<file path="config.mk">
export PLATFORM = sky130hd
export DESIGN_NAME = ilfs_top
export DESIGN_NICKNAME = d
export VERILOG_FILES = /design/src/ilfs_pkg.sv /design/src/ilfs_mux_if.sv /design/src/ilfs_top.sv /design/src/ilfs_out_mux.sv
export VERILOG_INCLUDE_DIRS = /design/src
export SDC_FILE = /design/constraint.sdc
export NUM_CORES = 1
export LEC_CHECK = 0
export CAP_MARGIN = 20
export CELL_PAD_IN_SITES_DETAIL_PLACEMENT = 1
export CELL_PAD_IN_SITES_GLOBAL_PLACEMENT = 1
export CORE_AREA = 4 4 312 314
export DETAILED_ROUTE_END_ITERATION = 10
export DIE_AREA = 0 0 316 318
export DONT_BUFFER_PORTS = 1
export GPL_ROUTABILITY_DRIVEN = 0
export GPL_TIMING_DRIVEN = 1
export PLACE_DENSITY_LB_ADDON = 0.1
export SLEW_MARGIN = 20
export SYNTH_ARGS = -nofsm -noshare
export SYNTH_HDL_FRONTEND = slang
export SYNTH_HIERARCHICAL = 1
export SYNTH_SLANG_ARGS = --single-unit
</file>
<file path="constraint.sdc">
create_clock -name clk -period 1 [get_ports clk]
set_input_delay 0.05 -clock clk [delete_from_list [all_inputs] [get_ports clk]]
set_output_delay 0.05 -clock clk [all_outputs]
set_load 0.05 [all_outputs]
</file>
<file path="src/ilfs_defs.svh">
/*
 Constants for the I/O line function select block: reset values, codes
 and widths. Assumes it is included by its bare name from any file.
*/
//
// Functional notes
// - Pull-down enable ignored while pull-up on
// - Pull-up enable ignored while pull-down on
// - Pull-down writes update status, one means off
// - Pull-up writes accepted in any configuration
// - Pull states reset to per-line product values
// - Enable gives controller, disable gives peripheral
// - Lines without peripheral stay controller owned
// - Ownership reset value is per-line parameter
// - Up to four peripheral functions per pin
// - Select bits decode A, B, C, D
// - Selection steers output only, inputs shared
// - Select writes apply in any configuration
// - Selects reset zero, A idle under controller
// - Nonexistent function stored, pin undriven by it
`ifndef ILFS_DEFS_SVH
`define ILFS_DEFS_SVH
`define ILFS_NUM_LINES      32
`define ILFS_NUM_FUNCS      4
`define ILFS_OWN_RESET      32'hFFFFFFFF
`define ILFS_HAS_PERIPH     32'hFFFFFFFF
`define ILFS_PU_RESET       32'h00000000
`define ILFS_PD_RESET       32'h00000000
`define ILFS_FUNC_EXISTS    128'hFFFFFFFFFFFFFFFFFFFFFFFFFFFFFFFF
`define ILFS_SEL_RESET      32'h00000000
`endif

</file>
<file path="src/ilfs_pkg.sv">
/*
 Types shared by the function select block.
 Assumes nothing beyond the constant header.
*/
`include "ilfs_defs.svh"
package ilfs_pkg;
   // Peripheral function code
   typedef enum logic [1:0] {
      ILFS_FUNC_A = 2'h0,
      ILFS_FUNC_B = 2'h1,
      ILFS_FUNC_C = 2'h2,
      ILFS_FUNC_D = 2'h3
   } ilfs_func_t;
   // One line's drive
   typedef struct packed {
      logic out;
      logic oe;
   } ilfs_drive_t;
endpackage : ilfs_pkg

</file>
<file path="src/ilfs_mux_if.sv">
/*
 Carries per-line selection and drive between top and the output mux.
 Assumes one instance per block.
*/
`timescale 1ns/1ps
`default_nettype none
`include "ilfs_defs.svh"
interface ilfs_mux_if;
   logic [`ILFS_NUM_LINES-1:0]   own_ctl;   // One: controller owns line
   logic [`ILFS_NUM_LINES-1:0]   sel_lo;    // First select bit
   logic [`ILFS_NUM_LINES-1:0]   sel_hi;    // Second select bit
   logic [`ILFS_NUM_LINES*4-1:0] per_out;   // Peripheral outputs, 4 per line
   logic [`ILFS_NUM_LINES*4-1:0] per_oe;    // Peripheral enables, high drives
   logic [`ILFS_NUM_LINES-1:0]   ctl_out;   // Controller output value
   logic [`ILFS_NUM_LINES-1:0]   ctl_oe;    // Controller enable, high drives
   logic [`ILFS_NUM_LINES-1:0]   pad_out;   // Muxed pad value
   logic [`ILFS_NUM_LINES-1:0]   pad_oe;    // Muxed enable, high drives
   modport top (output own_ctl, sel_lo, sel_hi, per_out, per_oe, ctl_out, ctl_oe,
                input pad_out, pad_oe);
   modport mux (input own_ctl, sel_lo, sel_hi, per_out, per_oe, ctl_out, ctl_oe,
                output pad_out, pad_oe);
endinterface : ilfs_mux_if
`default_nettype wire

</file>
<file path="src/ilfs_top.sv">
/*
 I/O line function select: ownership, A-D select, pull-up/pull-down.
 Assumes software write strobes are one-cycle pulses on clk, with a
 one-hot-per-bit mask; pad inputs come asynchronously from pins.
*/
`timescale 1ns/1ps
`default_nettype none
`include "ilfs_defs.svh"
module ilfs_top (
   // Clock and reset
   input  wire logic                          clk,
   input  wire logic                          rst_n,
   // Ownership control
   input  wire logic                          own_enable_wr,
   input  wire logic                          own_disable_wr,
   input  wire logic [`ILFS_NUM_LINES-1:0]    own_wdata,
   output logic      [`ILFS_NUM_LINES-1:0]    line_own_state_reg,
   // Function select
   input  wire logic                          sel_lo_wr,
   input  wire logic                          sel_hi_wr,
   input  wire logic [`ILFS_NUM_LINES-1:0]    sel_wdata,
   output logic      [`ILFS_NUM_LINES-1:0]    func_select_lo_reg,
   output logic      [`ILFS_NUM_LINES-1:0]    func_select_hi_reg,
   // Pull resistor control
   input  wire logic                          pu_enable_wr,
   input  wire logic                          pu_disable_wr,
   input  wire logic                          pd_enable_wr,
   input  wire logic                          pd_disable_wr,
   input  wire logic [`ILFS_NUM_LINES-1:0]    pull_wdata,
   output logic      [`ILFS_NUM_LINES-1:0]    pullup_state,
   output logic      [`ILFS_NUM_LINES-1:0]    pulldown_state_reg,
   // Controller output logic
   input  wire logic [`ILFS_NUM_LINES-1:0]    ctl_out,
   input  wire logic [`ILFS_NUM_LINES-1:0]    ctl_oe,
   // Peripherals: 4 per line, index line*4+func
   input  wire logic [`ILFS_NUM_LINES*4-1:0]  per_out,
   input  wire logic [`ILFS_NUM_LINES*4-1:0]  per_oe,
   output logic      [`ILFS_NUM_LINES-1:0]    per_in,
   output logic      [`ILFS_NUM_LINES-1:0]    ctl_in,
   // Pads
   input  wire logic [`ILFS_NUM_LINES-1:0]    pad_in,
   output logic      [`ILFS_NUM_LINES-1:0]    pad_out,
   output logic      [`ILFS_NUM_LINES-1:0]    pad_oe_n,
   output logic      [`ILFS_NUM_LINES-1:0]    pad_pu_en,
   output logic      [`ILFS_NUM_LINES-1:0]    pad_pd_en
);
   localparam logic [`ILFS_NUM_LINES-1:0] HAS_PERIPH = `ILFS_HAS_PERIPH;
   localparam logic [`ILFS_NUM_LINES-1:0] OWN_RESET  = `ILFS_OWN_RESET;

   ilfs_mux_if mif ();                              // Link to the output mux
   logic [`ILFS_NUM_LINES-1:0] pu_status;           // One: pull-up disabled
   logic [`ILFS_NUM_LINES-1:0] sync1, sync2, sync3; // Pad input synchroniser
   logic [`ILFS_NUM_LINES-1:0] pin_level;           // Filtered pin level

   // Ownership: enable sets, disable clears; lines without peripheral stay one
   always_ff @(posedge clk or negedge rst_n) begin
      if (!rst_n) begin
         line_own_state_reg <= OWN_RESET | ~HAS_PERIPH;
      end else begin
         if (own_enable_wr) begin
            line_own_state_reg <= line_own_state_reg | (own_wdata & HAS_PERIPH);
         end else if (own_disable_wr) begin
            line_own_state_reg <= line_own_state_reg & ~(own_wdata & HAS_PERIPH);
         end
      end
   end

   // Select registers: written regardless of ownership, no existence check
   always_ff @(posedge clk or negedge rst_n) begin
      if (!rst_n) begin
         func_select_lo_reg <= `ILFS_SEL_RESET;
      end else if (sel_lo_wr) begin
         func_select_lo_reg <= sel_wdata;
      end
   end
   always_ff @(posedge clk or negedge rst_n) begin
      if (!rst_n) begin
         func_select_hi_reg <= `ILFS_SEL_RESET;
      end else if (sel_hi_wr) begin
         func_select_hi_reg <= sel_wdata;
      end
   end

   // Pull-up status: one means disabled; enable refused while pull-down on
   always_ff @(posedge clk or negedge rst_n) begin
      if (!rst_n) begin
         pu_status <= ~`ILFS_PU_RESET;
      end else if (pu_enable_wr) begin
         // Accepted whatever the ownership or function of the line
         pu_status <= pu_status & ~(pull_wdata & pulldown_state_reg);
      end else if (pu_disable_wr) begin
         pu_status <= pu_status | pull_wdata;
      end
   end

   // Pull-down status: one means disabled; enable refused while pull-up on
   always_ff @(posedge clk or negedge rst_n) begin
      if (!rst_n) begin
         pulldown_state_reg <= ~`ILFS_PD_RESET;
      end else if (pd_enable_wr) begin
         pulldown_state_reg <= pulldown_state_reg & ~(pull_wdata & pu_status);
      end else if (pd_disable_wr) begin
         pulldown_state_reg <= pulldown_state_reg | pull_wdata;
      end
   end

   // Pad input synchroniser; level changes once stages two and three agree
   always_ff @(posedge clk or negedge rst_n) begin
      if (!rst_n) begin
         sync1     <= '0;
         sync2     <= '0;
         sync3     <= '0;
         pin_level <= '0;
      end else begin
         sync1 <= pad_in;
         sync2 <= sync1;
         sync3 <= sync2;
         for (int k = 0; k < `ILFS_NUM_LINES; k++) begin
            if (sync2[k] == sync3[k]) begin
               pin_level[k] <= sync3[k];
            end
         end
      end
   end

   // Every peripheral input sees the pin, whatever the selection
   assign per_in = pin_level;
   assign ctl_in = pin_level;

   // Feed the mux
   assign mif.own_ctl = line_own_state_reg;
   assign mif.sel_lo  = func_select_lo_reg;
   assign mif.sel_hi  = func_select_hi_reg;
   assign mif.per_out = per_out;
   assign mif.per_oe  = per_oe;
   assign mif.ctl_out = ctl_out;
   assign mif.ctl_oe  = ctl_oe;

   ilfs_out_mux u_mux (
      .m (mif.mux)
   );

   // Pad drive; enable low while driving
   assign pad_out      = mif.pad_out;
   assign pad_oe_n     = ~mif.pad_oe;
   assign pullup_state = pu_status;
   assign pad_pu_en    = ~pu_status;
   assign pad_pd_en    = ~pulldown_state_reg;
endmodule // ilfs_top
`default_nettype wire

</file>
<file path="src/ilfs_out_mux.sv">
/*
 Per-line output multiplexer for pads, combinational.
 Assumes the top registers every select and ownership bit.
*/
`timescale 1ns/1ps
`default_nettype none
`include "ilfs_defs.svh"
module ilfs_out_mux (
   ilfs_mux_if.mux m
);
   localparam logic [`ILFS_NUM_LINES*4-1:0] EXISTS = `ILFS_FUNC_EXISTS;

   // Decode two select bits to a function index
   function automatic ilfs_pkg::ilfs_func_t ilfs_decode(input logic lo, input logic hi);
      ilfs_decode = ilfs_pkg::ilfs_func_t'({hi, lo});
   endfunction

   genvar i;
   generate
      for (i = 0; i < `ILFS_NUM_LINES; i++) begin : g_line
         ilfs_pkg::ilfs_func_t f;
         logic [1:0]           idx;
         assign f   = ilfs_decode(m.sel_lo[i], m.sel_hi[i]);
         assign idx = 2'(f);
         // Peripheral path only when it owns the line and the function exists
         always_comb begin
            if (m.own_ctl[i]) begin
               m.pad_out[i] = m.ctl_out[i];
               m.pad_oe[i]  = m.ctl_oe[i];
            end else if (EXISTS[i*4+idx]) begin
               m.pad_out[i] = m.per_out[i*4+idx];
               m.pad_oe[i]  = m.per_oe[i*4+idx];
            end else begin
               m.pad_out[i] = 1'b0;
               m.pad_oe[i]  = 1'b0;
            end
         end
      end
   endgenerate
endmodule // ilfs_out_mux
`default_nettype wire

</file>
# [Word level (Yosys, flattened, before mapping)]
# Memories as Yosys holds them, arrays and structs flattened.
# Index checks and enable logic that the tools add are counted.
[word_totals] reg_bits=288 latch_bits=0 ramBits=0 romBits=3968 in_bits=458 output_inout_bits=352 word_cells=478 n_memories=31
[memory_table] memory="(no name shown)" words=128 width=1 read_ports=1 rd_ports_with_merged_regs=0 wr=0 line="ilfs_out_mux.sv:30" text="end else if (EXISTS[i*4+idx]) begin"
[memory_table] memory="(no name shown)" words=128 width=1 read_ports=1 rd_ports_with_merged_regs=0 wr=0 line="ilfs_out_mux.sv:30"
[memory_table] memory="(no name shown)" words=128 width=1 read_ports=1 rd_ports_with_merged_regs=0 wr=0 line="ilfs_out_mux.sv:30"
[memory_table] memory="(no name shown)" words=128 width=1 read_ports=1 rd_ports_with_merged_regs=0 wr=0 line="ilfs_out_mux.sv:30"
[memory_table] memory="(no name shown)" words=128 width=1 read_ports=1 rd_ports_with_merged_regs=0 wr=0 line="ilfs_out_mux.sv:30"
[memory_table] memory="(no name shown)" words=128 width=1 read_ports=1 rd_ports_with_merged_regs=0 wr=0 line="ilfs_out_mux.sv:30"
[memory_table] memory="25 more memories"
[op_classes] add_sub_neg=31 mul=0 div=0 order_cmp=32 eq_ne=32 shift=0 muxes=295 n_bitwise=14 reduce_logical=3
[ops] operator="$lt 32x8->1 const B" n=31
[ops] operator="$bmux 1 s7" n=62
[ops] operator="$mux 1" n=224
[ops] operator="$mux 32" n=6
[ops] operator="$not 32->32" n=6
[ops] operator="$and 32x32->32" n=5
[ops] operator="$add 7x2->8 const A" n=16
[ops] operator="$or 32x32->32" n=3
[ops] operator="$add 6x2->7 const A" n=8
[ops] operator="$eq 1x1->1" n=32
[ops] operator="$add 5x2->6 const A" n=4
[ops] operator="$add 4x2->5 const A" n=2
[ops] operator="$lt 2x8->1 const B" n=1
[ops] operator="$bmux 1 s2" n=3
[ops] operator="$reduce_bool 2->1" n=3
[ops] operator="$add 3x2->4 const A" n=1

# [Depth between registers and ports, before layout]
[depth] word_depth=6 ltp_mapped=4

# [Cells and area by module]
# The synthesis kept the hierarchy.
[by_module_without_submodules] module="ilfs_top" n_inst=1 cells_per_inst=794 area_each_um2=10976.8 seq_area_each_um2=7327.0
[by_module_without_submodules] module="ilfs_out_mux" n_inst=1 cells_per_inst=384 area_each_um2=2798.9 seq_area_each_um2=0.0

# [Least setup slack after synthesis]
# Ideal clock, no wire load.
[synth_timing] path_kind="register to output" from="register func_select_lo_reg[10]" to="output port pad_out[10]" arrival_ns=2.164 slack_ns=-1.214 stages_incl_launch_ff=4 path_buffers=0 path_cell_list="dfrtp_1 and2b_2 a211oi_1 a221oi_1"
[synth_between] elab_chain_cells=5 word_cells_on_any_way=7 classes_between="add/sub (1); mux (5); memory (1)"
[synth_rtl] item="start, declared" line="ilfs_top.sv:22" text="output logic [`ILFS_NUM_LINES-1:0] func_select_lo_reg,"
[synth_rtl] item="start signal, assigned" line="ilfs_top.sv:71" text="func_select_lo_reg <= `ILFS_SEL_RESET;"
[synth_rtl] item="start signal, assigned" line="ilfs_top.sv:73" text="func_select_lo_reg <= sel_wdata;"
[synth_rtl] item="$add 6x2->7 (*)" line="ilfs_out_mux.sv:30, ilfs_out_mux.sv:31"
[synth_rtl] item="$mem_v2 128x1 / $bmux 1 s7 (equally long branches)"
[synth_rtl] item="$mux 1, on equally long branches" line="ilfs_out_mux.sv:30, ilfs_out_mux.sv:31"
[synth_rtl] item="$mux 1 (*)" line="ilfs_out_mux.sv:30"
[synth_rtl] item="$mux 1 (*)" line="ilfs_out_mux.sv:27" text="if (m.own_ctl[i]) begin"
[synth_rtl] item="end, declared" line="ilfs_top.sv:42" text="output logic [`ILFS_NUM_LINES-1:0] pad_out,"
# Mark *: on every way between the ends. The rest lies on a longest branch, timed or not. The select of a mux whose other input is x is not followed.

==> flow_metrics.env <==
export IMPL_drive_above_1_share_pct=64.2
export IMPL_cp_start_kind="flop"
export IMPL_worst_ep_arrival_time_ns=1.92
export IMPL_clk_path_buf_depth=3
export IMPL_clkTransAtPathRegs_ns=0.06
export IMPL_irDropWorstVdd_mv=1.01
export IMPL_core_um2=94600
export IMPL_slew_viol_final=0
export IMPL_avgSynthCellArea_um2=11.7
export IMPL_max_freq_mhz=508
export IMPL_hpwl_um=51100
export IMPL_cts_sink_count=288
export IMPL_syn_area_um2=13800
export IMPL_timing_critical_path_fanout_max=4
export IMPL_synthXorXnorAreaFrac_pct=0
export IMPL_drc_errors=0
export IMPL_synth_seq_cells=288
export IMPL_status="finished with violations"
export IMPL_worstRegToRegCells=3
export IMPL_p_leak_nw=11.4
export IMPL_dr_pass1_iters=4
export IMPL_area_growth_pct=91.5
export IMPL_hp_class="input port to asynchronous set/reset pin"
export IMPL_synth_top_family_by_area="compound AO/OA/AOI/OAI gates"
export IMPL_routed_wl_um=67200
export IMPL_vias_per_cell=3.80
export IMPL_synth_cell_types=22
export IMPL_synth_cells=1178
export IMPL_synth_simple_area_share_pct=8.98
export IMPL_wl_per_cell_um=21.6
export IMPL_cts_buffers=41
export IMPL_nFillCells=10200
export IMPL_relSlewSlack_pct=50.6
export IMPL_grt_total_usage_pct=12.9
export IMPL_seq_area_frac_synth_pct=53.2
export IMPL_hold_viol_final=352
export IMPL_vias=11800
export IMPL_fin_worst_skew_ns=0.0113
export IMPL_tightest_slew_ns=0.740
export IMPL_rows=113
export IMPL_grt_overflow=0
export IMPL_nNetsFinal=2258
export IMPL_portBuffers=0
export IMPL_syn_num_nets=1636
export IMPL_final_cell_area_um2=26400
export IMPL_grt_pass1_vias=13600
export IMPL_die_w_um=316
export IMPL_power_density_nw_per_um2=2140
export IMPL_clk_latency_ns=0.55
export IMPL_grt_antenna_before_repair=21
export IMPL_grt_pass1_wl_um=96400
export IMPL_synthMuxAreaShare_pct=11.5
export IMPL_worstPathRequired_ns=0.95
export IMPL_timing_final_ws_setup_ns=-0.969
export IMPL_fin_crit_sh_pct=197
export IMPL_criticalPathCategory="flop to output pin"
export IMPL_end_kind="output pin"
export IMPL_maxCapViolations=0
export IMPL_timing_hold_ws_ns=-0.719
export IMPL_synth_compound_area_share_pct=16.0
export IMPL_die_y_um=318
export IMPL_io_pins=810
export IMPL_start_util_pct=14.6
export IMPL_synth_warning_count=6
export IMPL_grt_max_degree=289
export IMPL_cts_root_buf="clkbuf_16"
export IMPL_tns_ns=-148.39
export IMPL_failed_checks="hold timing, setup timing"
export IMPL_min_period_ns=1.97
export IMPL_cts_tree="built"
export IMPL_cts_hold_buf=146
export IMPL_postPlaceCellArea_um2=19800
export IMPL_htree_levels=2
export IMPL_synthAdderAreaFrac_pct=2.33
export IMPL_ant_nets=0
export IMPL_finalSetupViolations=382
export IMPL_rsz0062_at_grt="yes"
export IMPL_die_area_um2=100000
export IMPL_drt_iter0_drc=308
through the flow:
| step | std cells | util, % | setup slack (ns) | total power (W) |
|---|---|---|---|---|
| after floorplan | 1178 | - | -0.481 | 0.0289 |
| after global placement | 2746 | 21.0 | -0.409 | 0.0345 |
| after CTS | 3074 | 27.2 | -1.05 | 0.0567 |
| after detailed placement | 2746 | 21.0 | -0.412 | 0.0346 |
| after global routing | 3104 | 27.9 | -1.10 | 0.0590 |
| final | 3111 | 27.9 | -0.969 | 0.0564 |
routing by layer:
| metal | wire, um | global-route usage [%] | part of all wire [%] |
|---|---|---|---|
| met1 | 24600 | 13.9 | 37 |
| met2 | 35300 | 23.7 | 53 |
| met3 | 6040 | 4.71 | 9.0 |
| met4 | 1150 | 3.00 | 1.7 |
| met5 | 64 | 0 | 0.095 |
final cells by class:
class | count | area (um2) | share of cell area [%]
Antenna cell | 13 | 32.5 | 0.123
Clock buffer | 58 | 1260 | 4.78
Clock inverter | 18 | 282 | 1.07
Inverter | 160 | 608 | 2.30
Multi-Input combinational cell | 672 | 7010 | 26.6
Sequential cell | 288 | 7640 | 28.9
Tap cell | 1265 | 1580 | 6.00
Timing Repair Buffer | 637 | 7970 | 30.2
critical path, cell delays in order, from the launching register on:
cell	delay [ns]
dfstp_4	0.64
nand2b_4	0.15
a211oi_4	0.04
a221oi_4	0.24
buf_12	0.15
buf_12	0.14
layout by cell type, fill, tap and decap left out, types with 28 or more instances in the layout:
| master | n |
|---|---|
| buf_6 | 209 |
| dlygate4sd3_1 | 139 |
| buf_12 | 103 |
| buf_8 | 97 |
| dfrtp_1 | 96 |
| inv_2 | 94 |
| nand2_1 | 94 |
| buf_4 | 87 |
| dfrtp_2 | 68 |
| dfstp_2 | 64 |
| inv_1 | 64 |
| mux2i_1 | 62 |
| and2b_2 | 61 |
| mux2_4 | 60 |
| a21oi_1 | 59 |
| o2bb2ai_1 | 59 |
| clkbuf_16 | 43 |
| a211oi_4 | 34 |
| a22o_1 | 32 |
| dfstp_4 | 32 |
| nand2b_4 | 32 |
| a221oi_4 | 32 |
| a221oi_2 | 32 |
| nor2_1 | 31 |
| a211oi_2 | 30 |
| dfrtp_4 | 28 |
logic make-up (layout without fill, tap and decap cells):
kind of cell,count (synthesis),in the layout
AOI/OAI and AO/OA,288,288
DFF,288,288
muxes,128,128
buffers and inverters,218,873
other,0,13
and+or+nand+nor,224,224
adders and majority gates,32,32
power by group:
part / internal, W / switching (W) / leakage (nW)
registers: 0.0139 / 0.00215 / 3.17
clock network: 0.0104 / 0.00590 / 0.756
logic: 0.0105 / 0.0136 / 7.49
total: 0.0348 / 0.0217 / 11.4
final timing paths:
path                                         from                endpoint  slack (ns)
min reg2reg                             sync1[19]               sync2[19]        0.34
min                                         rst_n                sync3[3]       -0.72
max reg2reg                func_select_lo_reg[30]  func_select_lo_reg[30]       -0.18
max in group asynchronous                   rst_n  func_select_lo_reg[24]        1.09
max                                          flop              pad_out[6]       -0.97
min in group clk                        sel_lo_wr  func_select_lo_reg[16]       -0.34
repair_timing:
item / in CTS / in global routing
endpoints found under the setup margin: 393 / 461
setup buffers: 106 / 33
pin swaps: 27 / 57
endpoints found under the hold margin: 480 / 352
gates resized for setup: 581 / 121
synth_stat cells:
| master | n | area share (%) |
|---|---|---|
| a211oi_1 | 64 | 3.5 |
| a21oi_1 | 64 | 2.3 |
| a221oi_1 | 64 | 4.1 |
| a22o_1 | 32 | 2.0 |
| and2b_1 | 3 | 0.16 |
| and2b_2 | 61 | 3.9 |
| buf_12 | 6 | 0.87 |
| buf_2 | 5 | 0.18 |
| buf_4 | 38 | 2.1 |
| buf_6 | 5 | 0.41 |
| clkbuf_1 | 4 | 0.11 |
| dfrtp_1 | 192 | 35 |
| dfstp_2 | 96 | 18 |
| inv_1 | 160 | 4.4 |
| maj3_1 | 32 | 2.3 |
| mux2_2 | 4 | 0.33 |
| mux2_4 | 60 | 6.5 |
| mux2i_1 | 64 | 4.7 |
| nand2_1 | 96 | 2.6 |
| nand2b_1 | 32 | 1.5 |
| nor2_1 | 32 | 0.87 |
| o2bb2ai_1 | 64 | 4.1 |
Power figures use the tool's default switching activity.
